[src/skr_regs.svh]
// register offsets, field positions, reset values and limits of the skew and recovery bank
`ifndef SKR_REGS_SVH
`define SKR_REGS_SVH
`define SKR_OFF_SKEW 8'h0A
`define SKR_OFF_REC_N 8'h0B
`define SKR_OFF_REC_M 8'h0C
`define SKR_CPU_SKEW_MSB 7
`define SKR_CPU_SKEW_LSB 5
`define SKR_DIFF_SKEW_MSB 1
`define SKR_DIFF_SKEW_LSB 0
`define SKR_REC_SRC_BIT 7
`define SKR_REC_M_MSB 6
`define SKR_RST_SKEW 8'h00
`define SKR_RST_REC_N 8'h00
`define SKR_RST_REC_M 8'h00
`define SKR_SKEW_STEP_PS 12'sh096
`define SKR_FREQ_MIN_KHZ 32'h0000C350
`define SKR_FREQ_MAX_KHZ 32'h0003C8C0
`endif

[src/skr_pkg.sv]
// types of the skew and recovery register bank
package skr_pkg;
    typedef enum logic {
        SKR_MODE_NORMAL = 1'b0,
        SKR_MODE_LOCKED = 1'b1
    } skr_mode_t;

    typedef struct packed {
        logic [4:0] strap_s1;
        logic [4:0] strap_s2;
        logic [4:0] strap_lat;
        logic strap_taken;
        logic [2:0] cpu_skew;
        logic [1:0] diff_skew;
        logic [7:0] rec_n;
        logic [6:0] rec_m;
        logic rec_src;
        skr_mode_t mode;
        logic [7:0] pll_n;
        logic [6:0] pll_m;
        logic pll_strap;
        logic retune;
        logic sys_reset;
        logic [4:0] ratio;
        logic [7:0] rdata;
        logic signed [11:0] cpu_ps;
        logic signed [11:0] diff_ps;
    } skr_state_t;
endpackage

[src/skr_bank.sv]
// skew control and watchdog recovery frequency registers with lock-out
`timescale 1ns/1ps
`include "skr_regs.svh"
module skr_bank #(
    parameter int REF_KHZ = 14318
) (
    input wire logic mclk, // 40 MHz clock
    input wire logic srst, // synchronous reset, high
    input wire logic [7:0] reg_addr, // register index from serial engine
    input wire logic [7:0] reg_wdata, // write byte
    input wire logic reg_wr, // write strobe, one cycle
    output logic [7:0] reg_rdata, // read byte of reg_addr, one cycle late
    input wire logic [4:0] strap_freq_select, // strap pins, asynchronous
    input wire logic ratio_override, // ratio override control bit
    input wire logic [4:0] soft_ratio_sel, // software ratio select field
    input wire logic watchdog_enable, // watchdog enable control bit
    input wire logic watchdog_expired, // timeout pulse from watchdog
    output logic [2:0] cpu_pair_skew_sel, // pair skew code
    output logic [1:0] diff_proc_skew_sel, // differential skew code
    output logic signed [11:0] cpu_pair_skew_ps, // pair offset in ps
    output logic signed [11:0] diff_proc_skew_ps, // differential offset in ps
    output logic [7:0] synth_n, // applied N divider
    output logic [6:0] synth_m, // applied M divider
    output logic synth_use_strap, // applied frequency from strap table
    output logic [4:0] ratio_sel, // applied ratio select
    output logic synth_retune, // one-cycle load of new frequency
    output logic sys_reset_pulse, // one-cycle system reset request
    output logic recovery_locked // locked recovery mode
);
    skr_pkg::skr_state_t s_q;
    skr_pkg::skr_state_t s_d;

    function automatic logic in_range(input logic [7:0] n, input logic [6:0] m);
        logic [31:0] f_num;
        logic [31:0] lo;
        logic [31:0] hi;
        f_num = 32'(n) * 32'(REF_KHZ);
        lo = `SKR_FREQ_MIN_KHZ * 32'(m);
        hi = `SKR_FREQ_MAX_KHZ * 32'(m);
        in_range = (m != 7'h00) && (f_num >= lo) && (f_num <= hi);
    endfunction

    always_comb begin
        logic [7:0] n_new;
        logic [6:0] m_new;
        logic nm_wr;
        n_new = s_q.rec_n;
        m_new = s_q.rec_m;
        nm_wr = 1'b0;
        s_d = s_q;
        s_d.retune = 1'b0;
        s_d.sys_reset = 1'b0;
        s_d.strap_s1 = strap_freq_select;
        s_d.strap_s2 = s_q.strap_s1;
        if (!s_q.strap_taken) begin
            s_d.strap_lat = s_q.strap_s2;
            s_d.strap_taken = 1'b1;
        end
        if (reg_wr) begin
            if (reg_addr == `SKR_OFF_SKEW) begin
                s_d.cpu_skew = reg_wdata[`SKR_CPU_SKEW_MSB:`SKR_CPU_SKEW_LSB];
                s_d.diff_skew = reg_wdata[`SKR_DIFF_SKEW_MSB:`SKR_DIFF_SKEW_LSB];
            end else if (reg_addr == `SKR_OFF_REC_N && s_q.mode == skr_pkg::SKR_MODE_NORMAL) begin
                n_new = reg_wdata;
                nm_wr = 1'b1;
            end else if (reg_addr == `SKR_OFF_REC_M && s_q.mode == skr_pkg::SKR_MODE_NORMAL) begin
                m_new = reg_wdata[`SKR_REC_M_MSB:0];
                s_d.rec_src = reg_wdata[`SKR_REC_SRC_BIT];
                nm_wr = 1'b1;
            end
        end
        s_d.rec_n = n_new;
        s_d.rec_m = m_new;
        case (s_q.mode)
            skr_pkg::SKR_MODE_NORMAL: begin
                if (watchdog_expired && watchdog_enable) begin
                    s_d.mode = skr_pkg::SKR_MODE_LOCKED;
                    s_d.sys_reset = 1'b1;
                    s_d.retune = 1'b1;
                    if (s_q.rec_src && in_range(s_q.rec_n, s_q.rec_m)) begin
                        s_d.pll_n = s_q.rec_n;
                        s_d.pll_m = s_q.rec_m;
                        s_d.pll_strap = 1'b0;
                    end else begin
                        s_d.pll_strap = 1'b1;
                    end
                end else if (nm_wr && in_range(n_new, m_new)) begin
                    s_d.pll_n = n_new;
                    s_d.pll_m = m_new;
                    s_d.pll_strap = 1'b0;
                    s_d.retune = 1'b1;
                end
            end
            skr_pkg::SKR_MODE_LOCKED: begin
                if (!watchdog_enable) begin
                    s_d.mode = skr_pkg::SKR_MODE_NORMAL;
                end
            end
            default: s_d.mode = skr_pkg::SKR_MODE_NORMAL;
        endcase
        s_d.ratio = ratio_override ? soft_ratio_sel : s_q.strap_lat;
        case (s_q.cpu_skew)
            3'h0: s_d.cpu_ps = 12'sh000;
            3'h1: s_d.cpu_ps = -`SKR_SKEW_STEP_PS;
            3'h2: s_d.cpu_ps = -(`SKR_SKEW_STEP_PS * 12'sh002);
            3'h3: s_d.cpu_ps = -(`SKR_SKEW_STEP_PS * 12'sh003);
            default: s_d.cpu_ps = `SKR_SKEW_STEP_PS * $signed({10'h000, s_q.cpu_skew[1:0] + 2'h1});
        endcase
        if (s_q.cpu_skew[2] && s_q.cpu_skew[1:0] == 2'h3) begin
            s_d.cpu_ps = `SKR_SKEW_STEP_PS * 12'sh004;
        end
        case (s_q.diff_skew)
            2'h0: s_d.diff_ps = 12'sh000;
            2'h1: s_d.diff_ps = -`SKR_SKEW_STEP_PS;
            2'h2: s_d.diff_ps = `SKR_SKEW_STEP_PS;
            default: s_d.diff_ps = `SKR_SKEW_STEP_PS * 12'sh002;
        endcase
        if (reg_addr == `SKR_OFF_SKEW) begin
            s_d.rdata = {s_q.cpu_skew, 3'h0, s_q.diff_skew};
        end else if (reg_addr == `SKR_OFF_REC_N) begin
            s_d.rdata = s_q.rec_n;
        end else if (reg_addr == `SKR_OFF_REC_M) begin
            s_d.rdata = {s_q.rec_src, s_q.rec_m};
        end else begin
            s_d.rdata = 8'h00;
        end
    end

    always_ff @(posedge mclk) begin
        if (srst) begin
            s_q <= '0;
            // strap synchroniser keeps running so the latch after release sees settled pins
            s_q.strap_s1 <= s_d.strap_s1;
            s_q.strap_s2 <= s_d.strap_s2;
        end else begin
            s_q <= s_d;
        end
    end

    assign reg_rdata = s_q.rdata;
    assign cpu_pair_skew_sel = s_q.cpu_skew;
    assign diff_proc_skew_sel = s_q.diff_skew;
    assign cpu_pair_skew_ps = s_q.cpu_ps;
    assign diff_proc_skew_ps = s_q.diff_ps;
    assign synth_n = s_q.pll_n;
    assign synth_m = s_q.pll_m;
    assign synth_use_strap = s_q.pll_strap;
    assign ratio_sel = s_q.ratio;
    assign synth_retune = s_q.retune;
    assign sys_reset_pulse = s_q.sys_reset;
    assign recovery_locked = (s_q.mode == skr_pkg::SKR_MODE_LOCKED);
endmodule

[config.mk]
export PLATFORM = sky130hd
export DESIGN_NAME = skr_bank
export DESIGN_NICKNAME = d
export VERILOG_FILES = /design/src/skr_pkg.sv /design/src/skr_bank.sv
export VERILOG_INCLUDE_DIRS = /design/src
export SDC_FILE = /design/constraint.sdc
export NUM_CORES = 1
export LEC_CHECK = 0
export BUFFER_PORTS_ARGS = -buffer_cell sky130_fd_sc_hd__buf_2
export CAP_MARGIN = 25
export CELL_PAD_IN_SITES_DETAIL_PLACEMENT = 1
export CELL_PAD_IN_SITES_GLOBAL_PLACEMENT = 1
export CORE_MARGIN = 3
export CORE_UTILIZATION = 42
export DETAILED_ROUTE_END_ITERATION = 8
export GPL_TIMING_DRIVEN = 0
export PLACE_DENSITY_LB_ADDON = 0.1
export SYNTH_ARGS = -nofsm -noshare
export SYNTH_HDL_FRONTEND = slang
export SYNTH_SLANG_ARGS = --single-unit
[constraint.sdc]
create_clock -name mclk -period 9.8 [get_ports mclk]
set_clock_uncertainty 0.1 [all_clocks]
set_input_delay 0.98 -clock mclk [delete_from_list [all_inputs] [get_ports mclk]]
set_output_delay 0.98 -clock mclk [all_outputs]
set_load 0.02 [all_outputs]
==> flow_summary.yaml, run 1 <==
status:
  status: "completed"
synthesis:
  synth_area_sq_um: 14800
  synth_top_area_cell: "ha_1"
  yosysWarningCount: 0
  ys_ff_latch: 84
  synth_cells: 1650
  avgSynthCellArea_sq_um: 9.00
  ys_top_cells_by_area: "ha_1, fa_1, dfxtp_1"
  ys_seq_area_frac: 0.113
  synthFlopType: "dfxtp_1"
  synth_common_cells: "ha_1, inv_1, fa_1"
  synth_cell_types: 83
  synthArstFlopShare: 0
  yosysMostFrequentCell: "ha_1"
  yosysTopAreaCellShare: 0.299
  synth_edf_count: 0
place:
  port_buffers: 88
  dp_hpwl_mm: 36.0
  preCtsSetupSlack_ps: -254
  globalplace.congestion: 0.851
hold_path:
  min_from: "s_d[85]"
  min_path_type: "reg -> reg"
setup_path:
  crit_arrival_ps: 9360
  r2r-start: "recovery_locked"
  end_kind: "register"
  r2r-end: "synth_n[2]"
  critPathMaxFanout: 10
  endpoint: "synth_n[2]"
  slowest_delay_ps: 700
  crit_slowest_cell: "fa_2"
  cp-start-kind: "input port"
  r2r_cells: 32
  cp.required_ps: 9970
  path_class: "in -> reg"
  critPathLaunch: "reg_addr[7]"
  reg2reg_slack_ps: 1130
grt:
  grtUsageMet2: 0.420
  grt_use_met1: 0.278
  track_usage: 0.222
  grt.met3_usage: 0.0132
  antenna_found_initial: 0
  grt_pass1_wl_mm: 67.6
  overflow: 0
  busiest_layer: "met2"
  grt_pass1_vias: 12900
  grt_max_degree: 17
floorplan:
  die_w_um: 194
  start_util: 0.428
  die_y_um: 194
  io-pin-count: 93
  die_area_sq_um: 37600
  placementRows: 68
  fp.coreArea_sq_um: 34700
clock_tree:
  cts.sinks: 84
  path_clk_slew_ps: 70
  cts_root_buf: "clkbuf_16"
  ctsLongestPathBuffers: 2
  htree_num_levels: 3
  holdBufCountCts: 0
  clock_latency_ps: 360
  post-cts-setup-buffers: 0
  cts_tree: "done"
  cts_buffers: 9
timing:
  final-setup-viol-count: 0
  fmax_mhz: 109
  finalHoldViolations: 0
  layout_setup_ws_ps: 612
  whs_ps: 226
  min_period_over_period: 0.938
  tns_ps: 0
  period_needed_ps: 9190
  rsz0062_at_grt: "false"
  max-slew-margin-rel: 0.383
  finalMaxSlewViolations: 0
  tightest_slew_ps: 921
layout:
  layout-drive-gt1-share: 0.123
  final_nets: 2262
  syn_to_final_growth_pct: 9.28
  antenna_cells: 0
  utilization: 0.467
detailed_routing:
  wl_per_cell_um: 18.6
  drt-total-wl_mm: 41.3
  post-route-drc-count: 0
  first_pass_iters: 5
  vias_per_cell: 5.30
  drtIter0Drc: 341
  drtAntennaViolNets: 0
  vias: 11800
power_and_ir_drop:
  p_total_uw: 784
  power_density_nw_per_um2: 48.3
  p_leak_nw: 9.32
  vdd_drop_max_v: 0.0000958
run:
  cap_violations: 0
## metrics by stage
stage / cell area, sq um / cells
5_1_grt: 16200 / 2217
2_1_floorplan: 14900 / 1651
3_3_place_gp: 15900 / 2194
3_5_place_dp: 15900 / 2200
4_1_cts: 16200 / 2216
6_report: 16200 / 2217
## flip-flops by register name, indices dropped and copies added (netlist names)
name / cells
reg_rdata: 8
synth_n: 8
diff_proc_skew_ps: 5
synth_retune: 1
cpu_pair_skew_sel: 3
synth_m: 7
s_d: 5
cpu_pair_skew_ps: 10
s_q: 27
synth_use_strap: 1
sys_reset_pulse: 1
recovery_locked: 1
diff_proc_skew_sel: 2
ratio_sel: 5
## layer usage
layer,up-vias,wire (um)
met3,32,736
met2,125,21300
met1,5799,18600
met5,-,0
li1,5802,-
met4,0,627
## power by group
group / total [mW] / internal, mW / switching (mW)
Combinational: 0.0770 / 0.0291 / 0.0479
Sequential: 0.350 / 0.347 / 0.00264
Clock: 0.358 / 0.202 / 0.156
Total: 0.784 / 0.578 / 0.207
## critical path, delay by kind of cell
kind                     cells  cell delay [ps]
AND/OR/NAND/NOR              7             1240
XOR/XNOR                     1              200
buffers and inverters        8             1070
AO/OA/AOI/OAI               11             2680
adder cells (fa/ha/maj)      6             2880
multiplexers                 1              280
## cell families (layout without fill, tap and decap cells)
group / count (synthesis) / after routing / synth area share
fa+ha+maj: 473 / 473 / 0.458
buf+inv: 351 / 462 / 0.107
simple gates: 331 / 331 / 0.112
compound gates: 288 / 288 / 0.133
xor+xnor: 92 / 92 / 0.0548
flops: 84 / 84 / 0.113
mux: 30 / 30 / 0.0212
other cells: 1 / 2 / 0.000253
## area by class of cell
type / count / area (sq um)
fill: 4120 / 18500
multi-input combinational: 1216 / 11600
sequential: 84 / 1680
inverter: 265 / 995
buffer: 86 / 593
tap: 455 / 569
timing repair buffer: 95 / 488
clock buffer: 9 / 225
clock inverter: 7 / 80.1
## worst min path at each step
stage / to / slack, ps / cells after the start
2_1_floorplan: s_q[83] / 210 / 0
3_3_place_gp: s_q[87] / 210 / 0
3_5_place_dp: s_q[84] / 210 / 0
4_1_cts: s_q[84] / 230 / 0
5_1_grt: s_q[85] / 230 / 0
6_report: s_q[85] / 230 / 0
## layout by cell type (no fill, tap or decap), types with 34 or more instances in the layout
| cell | count |
|---|---|
| a21oi_1 | 95 |
| o21ai_0 | 41 |
| ha_1 | 355 |
| nand3_1 | 34 |
| xor2_1 | 42 |
| fa_1 | 117 |
| nor2_1 | 93 |
| xnor2_1 | 49 |
| nand2_1 | 77 |
| dfxtp_1 | 84 |
| buf_2 | 92 |
| buf_4 | 63 |
| inv_1 | 265 |
## what timing repair did
item,CTS,global route
setup endpoints to repair,0,17
resized for setup,0,3
endpoints found under the hold margin,0,0
(Power assumes the default switching activity.)
==> inputs of run 2 (changes only) <==
--- a/config.mk
+++ b/config.mk
@@ -11,7 +11,7 @@
 export CELL_PAD_IN_SITES_DETAIL_PLACEMENT = 1
 export CELL_PAD_IN_SITES_GLOBAL_PLACEMENT = 1
 export CORE_MARGIN = 3
-export CORE_UTILIZATION = 42
+export CORE_UTILIZATION = 25
 export DETAILED_ROUTE_END_ITERATION = 8
 export GPL_TIMING_DRIVEN = 0
 export PLACE_DENSITY_LB_ADDON = 0.1
==> run 2 against run 1 <==
  * Cell count rose by 14%
  * Critical path type unchanged
  * Sequential power hardly changed
  * Largest power group unchanged
  * First-iteration DRC count grew 3.2%
  * Routed wire length is 15% higher
  * Count of clock-buffer cells in the layout unchanged
==> flow_summary.yaml, run 2 (synthesized netlist as in run 1, its figures left out) <==
clock_tree:
  clock_latency_ps: 370
  ctsLongestPathBuffers: 2
  htree_num_levels: 3
  cts_buffers: 9
  cts_root_buf: "clkbuf_16"
  cts_tree: "done"
  cts.sinks: 84
  path_clk_slew_ps: 70
  post-cts-setup-buffers: 0
grt:
  grt_pass1_wl_mm: 74.6
  grt_pass1_vias: 12800
  antenna_found_initial: 1
  overflow: 0
  grt_max_degree: 17
  track_usage: 0.154
layout:
  layout-drive-gt1-share: 0.123
  final_nets: 2262
  syn_to_final_growth_pct: 12.3
  final_cell_mix: "ha_1, inv_1, fa_1, a21oi_1, nor2_1"
  final_common_cell: "ha_1"
  largest_reg_flops: 27
  top_register: "s_q"
detailed_routing:
  drtIter0Drc: 352
  vias_per_cell: 4.61
  post-route-drc-count: 0
  vias: 11700
  first_pass_iters: 4
  drtAntennaViolNets: 0
  wl_per_cell_um: 18.8
  drt-total-wl_mm: 47.5
timing:
  rsz0062_at_grt: "false"
  layout_setup_ws_ps: 569
  tns_ps: 0
  whs_ps: 232
  finalMaxSlewViolations: 0
  finalHoldViolations: 0
  period_needed_ps: 9230
  tightest_slew_ps: 977
  final-setup-viol-count: 0
  fmax_mhz: 108
  min_period_over_period: 0.942
  max-slew-margin-rel: 0.348
run:
  cap_violations: 0
setup_path:
  critPathMaxFanout: 10
  crit_arrival_ps: 9340
  end_kind: "register"
  path_class: "in -> reg"
  crit_slowest_cell: "fa_2"
  cp-start-kind: "input port"
  slowest_delay_ps: 700
  cp.required_ps: 9910
power_and_ir_drop:
  power_density_nw_per_um2: 51.1
  power.switching_uw: 222
  p_int_uw: 630
  clkPwrFrac: 0.495
  p_leak_nw: 9.35
  comb_power_share: 0.094
  vdd_drop_max_v: 0.0000763
  p_sw_frac: 0.261
  power_frac_seq: 0.411
floorplan:
  die_area_sq_um: 62300
  die_w_um: 250
  fp.coreArea_sq_um: 58200
  placementRows: 88
  io-pin-count: 93
  start_util: 0.255
  die_y_um: 250
place:
  globalplace.congestion: 0.779
  dp_hpwl_mm: 41.5
  port_buffers: 88
  preCtsSetupSlack_ps: -41.5
hold_path:
  min_path_type: "reg -> reg"
status:
  status: "completed"
==> run 2: changes by cell type in the layout (fill, tap and decap cells not counted), sizes merged <==
cell      delta
diode        +3
clkinv       -1
bufinv       +2
clkinvlp     -1
==> run 2: timing repair <==
item                       CTS  global route
resized for setup            0             4
hold buffers                 0             0
setup endpoints to repair    0            14
==> run 2: stage by stage <==
stage | std cells | power, mW | cell area (sq um) | utilization
finish | 2530 | 0.852 | 16700 | 0.286
floorplan | 1651 | 0.405 | 14900 | -
global placement | 2504 | 0.438 | 16200 | 0.279
detailed placement | 2511 | 0.439 | 16300 | 0.280
CTS | 2527 | 0.868 | 16700 | 0.286
global route | 2527 | 0.888 | 16700 | 0.286
==> run 2: final timing paths <==
path	startpoint	to	slack [ps]	cells past startpoint
setup reg to reg	recovery_locked	synth_m[6]	940	30
hold / removal	s_d[86]	s_q[86]	230	0
hold reg to reg	s_d[86]	s_q[86]	230	0
setup / recovery	reg_addr[2]	synth_m[6]	570	34
==> run 2: layout make-up <==
cell class / count / area, sq um
Clock inverter: 7 / 128
Inverter: 265 / 995
Fill cell: 6782 / 41600
Clock buffer: 9 / 225
Buffer: 86 / 594
Tap cell: 765 / 957
Timing Repair Buffer: 95 / 500
Sequential cell: 84 / 1680
Antenna cell: 3 / 7.51
Multi-Input combinational cell: 1216 / 11600
==> run 2: per-layer routing <==
layer	track usage	part of all wire	vias to the layer above
met5	0	0	-
met4	0.0254	0.010	0
met3	0.0131	0.019	23
met2	0.273	0.49	89
met1	0.206	0.48	5733
li1	-	-	5811
==> run 2: power by group through the flow <==
stage               registers, mW  clock network [mW]  logic [mW]
finish                      0.350               0.422      0.0801
detailed placement          0.358                   0      0.0812
global placement            0.358                   0      0.0802
CTS                         0.350               0.436      0.0820
global route                0.351               0.448      0.0891
floorplan                   0.358                   0      0.0473
==> run 2: critical path: cells and delay by family <==
family / cells / cell delay [ps]
buffers and inverters: 8 / 1120
adder cells (fa/ha/maj): 6 / 2920
multiplexers: 1 / 230
XOR/XNOR: 1 / 150
AO/OA/AOI/OAI: 11 / 2660
AND/OR/NAND/NOR: 7 / 1260
